<file path="src/rtl/reset_brownout_pkg.sv">
package reset_brownout_pkg;
    // register map
    localparam logic [3:0] BROWNOUT_CONTROL_ADDR = 4'h0;
    localparam logic [3:0] SEQ_STATUS_ADDR       = 4'h4;
    localparam int         SW_ENABLE_BIT         = 7;
    localparam int         FAST_START_BIT        = 6;
    localparam int         READY_BIT             = 0;
    localparam logic       SW_ENABLE_RESET       = 1'b1;
    localparam logic       FAST_START_RESET      = 1'b0;
    // brown-out mode encodings
    localparam logic [1:0] MODE_ALWAYS_ON    = 2'h3;
    localparam logic [1:0] MODE_OFF_IN_SLEEP = 2'h2;
    localparam logic [1:0] MODE_SOFTWARE     = 2'h1;
    localparam logic [1:0] MODE_ALWAYS_OFF   = 2'h0;
    // timing
    localparam int CLK_HZ            = 25000000;
    localparam int PUT_TIME_MS       = 64;
    localparam int PUT_CYCLES        = PUT_TIME_MS * (CLK_HZ / 1000);
    localparam int DIP_FILTER_NS     = 1000;
    localparam int DIP_FILTER_CYCLES = (DIP_FILTER_NS + 39) / 40;
    localparam logic [1:0] AXI_OKAY   = 2'h0;
    localparam logic [1:0] AXI_DECERR = 2'h3;
endpackage

</file>
<file path="src/rtl/reset_brownout_sequencer.sv">
// Operation
// - any reset source asserts internal reset
// - hold reset while supply below minimum
// - power-up timer gives 64 ms timeout
// - reset held while power-up timer counts
// - active-low config bit enables power-up timer
// - timer starts after power-on and brown-out release
// - two-bit field selects four brown-out modes
// - only dips longer than filter cause reset
// - mode 11: always on, start waits ready
// - always-on: active in sleep, no wake wait
// - mode 10: off in sleep, start waits
// - off-in-sleep: wake waits for detector ready
// - mode 01: software enable, no start wait
// - software mode: protect once ready, show ready
// - software mode: sleep keeps software enable
// - bit 7 enables detector in software mode
// - bit 6 forces band gap in modes 10/01
// - bit 0 reads detector active state
// - forced-on modes: ready before execution starts
// - control bits reset only on power/brown-out (code also resets them on program-mode exit)
// - low-power brown-out ORed into brown-out reset
// - execution waits timer and external pin release
//
// Implementation choices: the AXI4-Lite interface to the registers and the register offsets.
`timescale 1ns/1ps
`default_nettype none
module reset_brownout_sequencer #(
    parameter int PUT_COUNT = reset_brownout_pkg::PUT_CYCLES,
    parameter int DIP_COUNT = reset_brownout_pkg::DIP_FILTER_CYCLES
) (
    input  wire logic        i_mclk,
    input  wire logic        i_rst,
    input  wire logic        i_power_on_low,
    input  wire logic        i_supply_below_threshold,
    input  wire logic        i_detector_ready,
    input  wire logic        i_low_power_supply_drop_reset,
    input  wire logic        i_external_reset_pin_n,
    input  wire logic        i_external_reset_pin_enable,
    input  wire logic        i_watchdog_timer_reset,
    input  wire logic        i_reset_instruction,
    input  wire logic        i_stack_overflow,
    input  wire logic        i_stack_underflow,
    input  wire logic        i_stack_fault_reset_enable,
    input  wire logic        i_program_mode_exit,
    input  wire logic        i_power_up_timer_enable_n,
    input  wire logic [1:0]  i_supply_drop_mode,
    input  wire logic        i_sleep,
    input  wire logic        i_wake_request,
    output logic             o_internal_reset,
    output logic             o_run_enable,
    output logic             o_detector_enable,
    output logic             o_bandgap_force_on,
    output logic             o_supply_drop_reset,
    input  wire logic [3:0]  s_axi_awaddr,
    input  wire logic        s_axi_awvalid,
    output logic             s_axi_awready,
    input  wire logic [31:0] s_axi_wdata,
    input  wire logic [3:0]  s_axi_wstrb,
    input  wire logic        s_axi_wvalid,
    output logic             s_axi_wready,
    output logic [1:0]       s_axi_bresp,
    output logic             s_axi_bvalid,
    input  wire logic        s_axi_bready,
    input  wire logic [3:0]  s_axi_araddr,
    input  wire logic        s_axi_arvalid,
    output logic             s_axi_arready,
    output logic [31:0]      s_axi_rdata,
    output logic [1:0]       s_axi_rresp,
    output logic             s_axi_rvalid,
    input  wire logic        s_axi_rready
);
    import reset_brownout_pkg::*;

    typedef enum logic [2:0] {ST_POWER, ST_TIMER, ST_WAIT_READY, ST_HOLD, ST_RUN, ST_WAKE} seq_e;

    // two-flop synchronisers for analog and pin inputs
    localparam int NSYNC = 5;
    logic [NSYNC-1:0] sync1;
    logic [NSYNC-1:0] sync2;
    wire  [NSYNC-1:0] raw_in = {i_power_on_low, i_supply_below_threshold, i_detector_ready,
                                i_low_power_supply_drop_reset, i_external_reset_pin_n};
    always_ff @(posedge i_mclk) begin
        if (i_rst) begin
            sync1 <= 5'h01;
            sync2 <= 5'h01;
        end else begin
            sync1 <= raw_in;
            sync2 <= sync1;
        end
    end
    wire por_low   = sync2[4];
    wire below     = sync2[3];
    wire det_ready = sync2[2];
    wire lp_bor    = sync2[1];
    wire pin_n     = sync2[0];

    logic       sw_enable;
    logic       fast_start;
    logic [31:0] dip_cnt;
    logic        main_bor;
    logic [31:0] put_cnt;
    seq_e        state;
    seq_e        next_state;
    logic        was_sleep;

    // detector activity per mode
    wire mode_on    = (i_supply_drop_mode == MODE_ALWAYS_ON);
    wire mode_nslp  = (i_supply_drop_mode == MODE_OFF_IN_SLEEP);
    wire mode_sw    = (i_supply_drop_mode == MODE_SOFTWARE);
    wire det_enable = mode_on | (mode_nslp & ~i_sleep) | (mode_sw & sw_enable);
    wire det_active = det_enable & det_ready;
    wire start_wait = mode_on | mode_nslp;
    wire start_ok   = ~start_wait | (det_ready & ~below);
    wire bor_req    = main_bor | lp_bor;
    wire power_rst  = por_low | bor_req | i_program_mode_exit;
    wire stack_rst  = i_stack_fault_reset_enable & (i_stack_overflow | i_stack_underflow);
    wire pin_rst    = i_external_reset_pin_enable & ~pin_n;
    wire other_rst  = pin_rst | i_watchdog_timer_reset | i_reset_instruction | stack_rst;

    // dip filter: reset only after DIP_COUNT+1 consecutive low samples
    always_ff @(posedge i_mclk) begin
        if (i_rst || !det_active || !below) begin
            dip_cnt  <= 32'h0;
            main_bor <= 1'b0;
        end else if (dip_cnt >= DIP_COUNT) begin
            main_bor <= 1'b1;
        end else begin
            dip_cnt <= dip_cnt + 32'h1;
        end
    end

    // sequencer
    always_comb begin
        next_state = state;
        case (state)
            ST_POWER:      if (!power_rst) next_state = i_power_up_timer_enable_n ? ST_WAIT_READY : ST_TIMER;
            ST_TIMER:      if (put_cnt >= PUT_COUNT - 1) next_state = ST_WAIT_READY;
            ST_WAIT_READY: if (start_ok) next_state = ST_HOLD;
            ST_HOLD:       if (!other_rst) next_state = ST_RUN;
            ST_RUN:        if (i_sleep) next_state = ST_WAKE;
            ST_WAKE:       if (i_wake_request && (!mode_nslp || det_ready)) next_state = ST_RUN;
            default:       next_state = ST_POWER;
        endcase
        if (power_rst) next_state = ST_POWER;
        else if (other_rst && state != ST_POWER && state != ST_TIMER) next_state = ST_HOLD;
    end

    always_ff @(posedge i_mclk) begin
        if (i_rst) begin
            state   <= ST_POWER;
            put_cnt <= 32'h0;
        end else begin
            state   <= next_state;
            put_cnt <= (state == ST_TIMER && !power_rst) ? put_cnt + 32'h1 : 32'h0;
        end
    end

    wire sleep_run = (state == ST_RUN) | (state == ST_WAKE);
    always_ff @(posedge i_mclk) begin
        if (i_rst) begin
            o_internal_reset    <= 1'b1;
            o_run_enable        <= 1'b0;
            o_detector_enable   <= 1'b0;
            o_bandgap_force_on  <= 1'b0;
            o_supply_drop_reset <= 1'b0;
        end else begin
            o_internal_reset    <= ~sleep_run;
            o_run_enable        <= (state == ST_RUN);
            o_detector_enable   <= det_enable;
            o_bandgap_force_on  <= fast_start & (mode_nslp | mode_sw);
            o_supply_drop_reset <= bor_req;
        end
    end

    // AXI4-Lite slave
    logic        aw_hold;
    logic        w_hold;
    logic [3:0]  aw_addr;
    logic [31:0] w_data;
    logic [3:0]  w_strb;
    wire do_write = aw_hold & w_hold & ~s_axi_bvalid;
    wire wr_ctrl  = do_write & (aw_addr == BROWNOUT_CONTROL_ADDR) & w_strb[0];
    wire wr_hit   = (aw_addr == BROWNOUT_CONTROL_ADDR) | (aw_addr == SEQ_STATUS_ADDR);
    wire rd_ctrl  = (s_axi_araddr == BROWNOUT_CONTROL_ADDR);
    wire rd_stat  = (s_axi_araddr == SEQ_STATUS_ADDR);
    wire [31:0] ctrl_word = {24'h0, sw_enable, fast_start, 5'h00, det_active};
    wire [31:0] stat_word = {29'h0, state};
    wire [31:0] rd_word   = rd_ctrl ? ctrl_word : (rd_stat ? stat_word : 32'h0);

    always_ff @(posedge i_mclk) begin
        if (i_rst) begin
            aw_hold <= 1'b0;
            w_hold  <= 1'b0;
            aw_addr <= 4'h0;
            w_data  <= 32'h0;
            w_strb  <= 4'h0;
            s_axi_bvalid <= 1'b0;
            s_axi_bresp  <= AXI_OKAY;
        end else begin
            if (s_axi_awvalid && s_axi_awready) begin
                aw_hold <= 1'b1;
                aw_addr <= s_axi_awaddr;
            end
            if (s_axi_wvalid && s_axi_wready) begin
                w_hold <= 1'b1;
                w_data <= s_axi_wdata;
                w_strb <= s_axi_wstrb;
            end
            if (do_write) begin
                aw_hold      <= 1'b0;
                w_hold       <= 1'b0;
                s_axi_bvalid <= 1'b1;
                s_axi_bresp  <= wr_hit ? AXI_OKAY : AXI_DECERR;
            end else if (s_axi_bready) begin
                s_axi_bvalid <= 1'b0;
            end
        end
    end
    logic aw_hold_q;
    logic w_hold_q;
    assign s_axi_awready = ~aw_hold_q;
    assign s_axi_wready  = ~w_hold_q;
    always_ff @(posedge i_mclk) begin
        if (i_rst) begin
            aw_hold_q <= 1'b0;
            w_hold_q  <= 1'b0;
        end else begin
            aw_hold_q <= (aw_hold | (s_axi_awvalid & ~aw_hold_q)) & ~do_write;
            w_hold_q  <= (w_hold | (s_axi_wvalid & ~w_hold_q)) & ~do_write;
        end
    end

    // control bits: reset only by power-on / brown-out / program-mode exit
    always_ff @(posedge i_mclk) begin
        if (i_rst || power_rst) begin
            sw_enable  <= SW_ENABLE_RESET;
            fast_start <= FAST_START_RESET;
        end else if (wr_ctrl) begin
            sw_enable  <= w_data[SW_ENABLE_BIT];
            fast_start <= w_data[FAST_START_BIT];
        end
    end

    always_ff @(posedge i_mclk) begin
        if (i_rst) begin
            s_axi_arready <= 1'b0;
            s_axi_rvalid  <= 1'b0;
            s_axi_rdata   <= 32'h0;
            s_axi_rresp   <= AXI_OKAY;
        end else if (s_axi_arvalid && !s_axi_arready && !s_axi_rvalid) begin
            s_axi_arready <= 1'b1;
            s_axi_rvalid  <= 1'b1;
            s_axi_rdata   <= rd_word;
            s_axi_rresp   <= (rd_ctrl || rd_stat) ? AXI_OKAY : AXI_DECERR;
        end else begin
            s_axi_arready <= 1'b0;
            if (s_axi_rready) s_axi_rvalid <= 1'b0;
        end
    end

    // assertions
    property p_power_hold;
        @(posedge i_mclk) disable iff (i_rst) por_low |-> ##2 o_internal_reset;
    endproperty
    a_power_hold: assert property (p_power_hold) else $error("reset released under low supply");
    property p_timer_hold;
        @(posedge i_mclk) disable iff (i_rst) state == ST_TIMER |=> o_internal_reset;
    endproperty
    a_timer_hold: assert property (p_timer_hold) else $error("reset released while timer counts");
    property p_timer_bypass;
        @(posedge i_mclk) disable iff (i_rst)
            (state == ST_POWER && !power_rst && i_power_up_timer_enable_n) |=> state != ST_TIMER;
    endproperty
    a_timer_bypass: assert property (p_timer_bypass) else $error("timer ran while disabled");
    property p_off_mode;
        @(posedge i_mclk) disable iff (i_rst) (i_supply_drop_mode == MODE_ALWAYS_OFF) |=> !main_bor;
    endproperty
    a_off_mode: assert property (p_off_mode) else $error("brown-out in off mode");
    property p_sw_mode;
        @(posedge i_mclk) disable iff (i_rst) (mode_sw && !sw_enable) |=> !o_detector_enable;
    endproperty
    a_sw_mode: assert property (p_sw_mode) else $error("detector on with software enable low");
    property p_fast;
        @(posedge i_mclk) disable iff (i_rst) (mode_on || i_supply_drop_mode == MODE_ALWAYS_OFF) |=> !o_bandgap_force_on;
    endproperty
    a_fast: assert property (p_fast) else $error("band gap forced in wrong mode");
    property p_lp;
        @(posedge i_mclk) disable iff (i_rst) lp_bor |=> o_supply_drop_reset ##1 o_internal_reset;
    endproperty
    a_lp: assert property (p_lp) else $error("low-power brown-out not ORed");
    property p_pin;
        @(posedge i_mclk) disable iff (i_rst) (pin_rst && state == ST_HOLD) |=> !o_run_enable;
    endproperty
    a_pin: assert property (p_pin) else $error("ran with pin held");
endmodule
`default_nettype wire

</file>
<file path="config.mk">
export PLATFORM = sky130hd
export DESIGN_NAME = reset_brownout_sequencer
export DESIGN_NICKNAME = d
export VERILOG_FILES = /design/src/rtl/reset_brownout_pkg.sv /design/src/rtl/reset_brownout_sequencer.sv
export SDC_FILE = /design/constraint.sdc
export NUM_CORES = 1
export LEC_CHECK = 0
export BUFFER_PORTS_ARGS = -buffer_cell sky130_fd_sc_hd__buf_2
export CAP_MARGIN = 30
export CORE_ASPECT_RATIO = 0.7
export CORE_UTILIZATION = 47
export CTS_CLUSTER_DIAMETER = 30
export CTS_CLUSTER_SIZE = 25
export DETAILED_ROUTE_END_ITERATION = 16
export PLACE_DENSITY_LB_ADDON = 0.25
export SYNTH_ARGS = -nofsm -noshare
export SYNTH_HDL_FRONTEND = slang
export SYNTH_SLANG_ARGS = --single-unit
</file>
<file path="constraint.sdc">
create_clock -name i_mclk -period 1.8 [get_ports i_mclk]
set_input_delay 0.36 -clock i_mclk [delete_from_list [all_inputs] [get_ports i_mclk]]
set_output_delay 0.36 -clock i_mclk [all_outputs]
set_load 0.01 [all_outputs]
</file>
# [Word level (Yosys, flattened, before mapping)]
# Index checks and enable logic that the tools add are counted.
[totals] wordCells=141 regBits=141 in_bits=68 output_inout_bits=46
[op_classes] muxes=17 add_sub_neg=2 reduce_logical=31 n_bitwise=41 order_cmp=2 eq_ne=21
[ops] cell="$add A32 B1 Y32 const B" n=2
[ops] cell="$ge A32 B21 Y1 const B" n=1
[ops] cell="$ge A32 B5 Y1 const B" n=1
[ops] cell="$mux W3" n=6
[ops] cell="$pmux W3 S6" n=1
[ops] cell="$or A1 B1 Y1" n=16
[ops] cell="$and A1 B1 Y1" n=15
[ops] cell="$ne A3 B3 Y1 const B" n=5
[ops] cell="$ne A2 B2 Y1 const B" n=5
[ops] cell="$not A1 Y1" n=10
[ops] cell="$reduce_and A5 Y1" n=2
[ops] cell="$eq A4 B3 Y1 const B" n=2
[ops] cell="$logic_and A1 B1 Y1" n=8
[ops] cell="$logic_not A4 Y1" n=2
[ops] cell="$mux W2" n=4
[ops] cell="$mux W8" n=1
[ops] cell="$eq A3 B2 Y1 const B" n=2
[ops] cell="$eq A3 B3 Y1 const B" n=2
[ops] cell="$logic_not A1 Y1" n=6
[ops] cell="$reduce_or A2 Y1" n=3
[ops] cell="$logic_or A1 B1 Y1" n=5
[ops] cell="$mux W1" n=5
[ops] cell="$eq A2 B2 Y1 const B" n=2
[ops] cell="$reduce_bool A2 Y1" n=2
[ops] cell="6 further kinds" n=6

# [Longest topological paths before layout]
[logic_depth] word_depth=9 mapped_depth=8 ltp_nobuf=7

# [Worst setup path before layout]
# OpenSTA, ideal clock, no wires.
[synth_timing] path_type="register to register" start="register dip_cnt[1]" end="register dip_cnt[2]" n_path_buf=0 arrival_ns=1.810 setup_time_ns=0.070 setup_slack_ns=-0.080 path_stages_with_launch=8 period_less_slack_ns=1.880 required_ns=1.730 cell_sequence="dfxtp_1 inv_1 ha_1 nor2_1 a21oi_1 or4_4 or4_1 a21oi_1"
[synth_via] elab_chain_len=1 elab_cells_between_ends=2 classes_between="add/sub (1); order compare (1)"
[synth_rtl] item="start: declaration" line="reset_brownout_sequencer.sv:100" source="logic [31:0] dip_cnt;"
[synth_rtl] item="start signal: assignment" line="reset_brownout_sequencer.sv:129" source="dip_cnt <= dip_cnt + 32'h1;"
[synth_rtl] item="$add A32 B1 Y32 or $ge A32 B5 Y1 (tied branches)" line="reset_brownout_sequencer.sv:129, reset_brownout_sequencer.sv:126"
# Parallel ways exist; a longest one is shown, timed or not.
# A chain may end at the register's enable or synchronous reset.

# [Worst setup path in the final report]
[layout_timing] start="register dip_cnt[23]" end="register dip_cnt[2]"
[layout_via] elab_chain_len=1
[layout_rtl] item="$ge A32 B5 Y1" line="reset_brownout_sequencer.sv:126" source="end else if (dip_cnt >= DIP_COUNT) begin"
# No other way between the ends.

==> run_results.csv <==
group,metric,value,unit
die,core_area,9030,µm²
setup_path,slowest_stage,"or4_4",
clock_tree,clkSlewWorstSetupHoldPaths,0.07,ns
power_and_ir_drop,vdd_ir_drop_max,0.720,mV
power_and_ir_drop,p_sw_share,23.2,%
die,die_area,9700,µm²
clock_tree,clkLatencyLatePin,0.34,ns
setup_path,cp_cell_sequence,"nor4_4 -> nand2_1 -> or4_4 -> or4_1 -> a21oi_1",
global_route,antenna_found_initial,0,
timing,hold_viol,0,
global_route,grt.busiest_layer,"met2",
global_route,grt_pass1_wl,13900,µm
die,initial_core_util,48.4,%
power_and_ir_drop,power,4.55,mW
synth,synthTopCellsByArea,"dfxtp_1 49%, nor2_1 5.6%, buf_4 5.0%",
clock_tree,clkSinkCount,106,
power_and_ir_drop,p_comb_share,5.5,%
routing,drt_pass1_iterations,4,
timing,setup_slack,-0.137,ns
global_route,overflow,0,
synth,synth_commonest_cells,"106 x dfxtp_1, 65 x nor2_1, 29 x and2_1, 29 x buf_4, 22 x nand2_1",
routing,first_iter_violations,204,
synth,yosysTopAreaCellShare,48.5,%
routing,remaining_drc_errors,0,
synth,yosysMostFrequentCell,"dfxtp_1",
cells_and_area,n_fill_cell,764,
global_route,grt_use_met2,27.6,%
global_route,met1_usage,24.0,%
synth,ys.warnings.count,0,
timing,drv_slew,0,
synth,syn_avg_cell_area,9.13,µm²
global_route,grt_max_degree,33,
power_and_ir_drop,p_int,3.49,mW
power_and_ir_drop,p_clk_share,41.4,%
place,hpwl,6090,µm
timing,whs,0.203,ns
run_status,status,"finished with violations",
setup_path,endpoint_kind,"flip-flop",
die,die_x,117,µm
cells_and_area,drive_gt1_share,23.1,%
power_and_ir_drop,p_sw,1.06,mW
power_and_ir_drop,p_per_area,861,nW/µm²
global_route,grt_pass1_vias,3001,
synth,ys_ff_latch,106,
clock_tree,clockBufferDepth,2,
routing,wl,8760,µm
place,port_buffers,53,
timing,max_freq,516,MHz
global_route,met3_usage,4.81,%
setup_path,cp_num_buf_inv,0,
setup_path,path_class,"flip-flop to flip-flop",
place,dp_cells,665,
cells_and_area,synthToLayoutAreaGrowth,20.7,%
clock_tree,numCtsBuffers,9,
routing,routedWlPerCell,12.8,µm
synth,synth_top_flop_cell,"dfxtp_1",
setup_path,max_stage_delay,0.54,ns
run,maxCapViolCount,0,
clock_tree,cts_tree,"done",
cells_and_area,utilization,58.5,%
cells_and_area,nets,629,
place,gp_congestion,0.828,
clock_tree,cts_root_buf,"clkbuf_16",
synth,synth-edff-count,0,
timing,setup_viol,4,
timing,period_share,108,%
synth,syn_area,4370,µm²
die,io_pins,114,
die,rows,29,
power_and_ir_drop,p_seq_share,53.0,%
setup_path,cp-start-kind,"flip-flop",
synth,synth_top_cell_by_area,"dfxtp_1",
die,die_y,82.7,µm
place,place_ws,-0.316,ns
global_route,grtUsageTotal,18.0,%
routing,vias_per_cell,4.96,
setup_path,critPathArrivalTime,2.21,ns
clock_tree,h-tree-depth,3,
timing,fin_crit,1.94,ns
setup_path,crit_family,"simple AND/OR/NAND/NOR gates",
routing,final_antenna_net_count,0,
timing,rsz0062_at_grt,"yes",
run_status,violations,"negative setup slack",
synth,synthArstFlopShare,0,%
cells_and_area,stdcell_count,683,
timing,clock_skew,0.00754,ns
synth,yosysUniqueCellTypes,45,
synth,netlist_instances,479,
clock_tree,holdBufCountCts,0,
synth,yosysSeqAreaShare,48.5,%
hold_path,min_path_type,"input pin to flip-flop",
setup_path,path_max_fanout,2,
power_and_ir_drop,p_leak,2.15,nW
cells_and_area,diodes,0,
routing,vias,3386,
setup_path,worstPathRequired,2.08,ns
power by group through the flow:
stage	Combinational (mW)	Clock [mW]	Sequential, mW
after floorplan	0.195	0	2.46
after global placement	0.239	0	2.46
after detailed placement	0.244	0	2.47
after CTS	0.247	1.93	2.41
after global routing	0.281	2.03	2.42
final	0.252	1.88	2.41
per-stage QoR:
| stage | cell area, µm² | TNS, ns |
|---|---|---|
| after global routing | 5280 | -0.840 |
| after floorplan | 4480 | -0.0309 |
| final | 5280 | -0.378 |
| after CTS | 5180 | -0.452 |
| after global placement | 4860 | -0.824 |
| after detailed placement | 4860 | -1.06 |
worst register-to-register path: cells and delay by family, from the launching register on:
kind            cells  cell delay [ns]
compound gates      1             0.15
flops               1             0.33
simple gates        4             1.40
cell usage in the layout (no fill, tap or decap), types with 9 or more instances in the layout:
master,instances
nor4_1,15
nand2_1,22
xor2_1,13
nand3_1,21
xnor2_1,17
buf_4,28
clkbuf_16,9
buf_2,53
mux2i_1,10
dfxtp_1,101
nor2b_1,15
and2_1,29
nor2_1,65
nand4_1,9
conb_1,27
inv_1,13
a21oi_1,9
final timing paths:
kind | start | to | slack, ns | depth (start not counted)
worst min register to register | sync1[0] | sync2[0] | 0.43 | 1
worst min-delay path | i_external_reset_pin_n | sync1[0] | 0.20 | 2
worst max-delay path | dip_cnt[23] | dip_cnt[2] | -0.14 | 5
worst max register to register | dip_cnt[23] | dip_cnt[2] | -0.14 | 5
flip-flops by register name, indices dropped and copies added (netlist names), 2 cells and up:
name and flops:
aw_addr 4, w_data 2, put_cnt 32, sync2 5, s_axi_rdata 5, dip_cnt 32, state 3, sync1 5
cell type report:
| type | count | area [µm²] | share of cell area, % |
|---|---|---|---|
| Multi-Input combinational cell | 341 | 2150 | 40.6 |
| Sequential cell | 106 | 2130 | 40.3 |
| Timing Repair Buffer | 83 | 515 | 9.76 |
| Clock buffer | 10 | 239 | 4.52 |
| Tap cell | 124 | 155 | 2.94 |
| Clock inverter | 6 | 48.8 | 0.924 |
| Inverter | 13 | 48.8 | 0.924 |
timing repair:
action | 4_1_cts | 5_1_grt
buffers inserted | 1 | 1
pin swaps | 1 | 9
cloned | 0 | 0
resized for setup | 8 | 16
setup endpoints to repair | 6 | 16
cell families after synthesis:
family	after synthesis	synth area share (%)
compound gates	37	5.64
xor+xnor	30	6.01
fa+ha+maj	7	2.00
buf+inv	58	7.47
flops	106	48.5
mux	10	2.29
other cells	1	0.0857
simple gates	230	28.0
routing by layer:
layer / wire length (µm) / vias to the layer above / part of all wire (%)
li1: - / 1726 / -
met1: 4320 / 1569 / 49
met2: 3920 / 80 / 45
met3: 420 / 11 / 4.8
met4: 103 / 0 / 1.2
met5: 0 / - / 0
(Power assumes the default switching activity.)
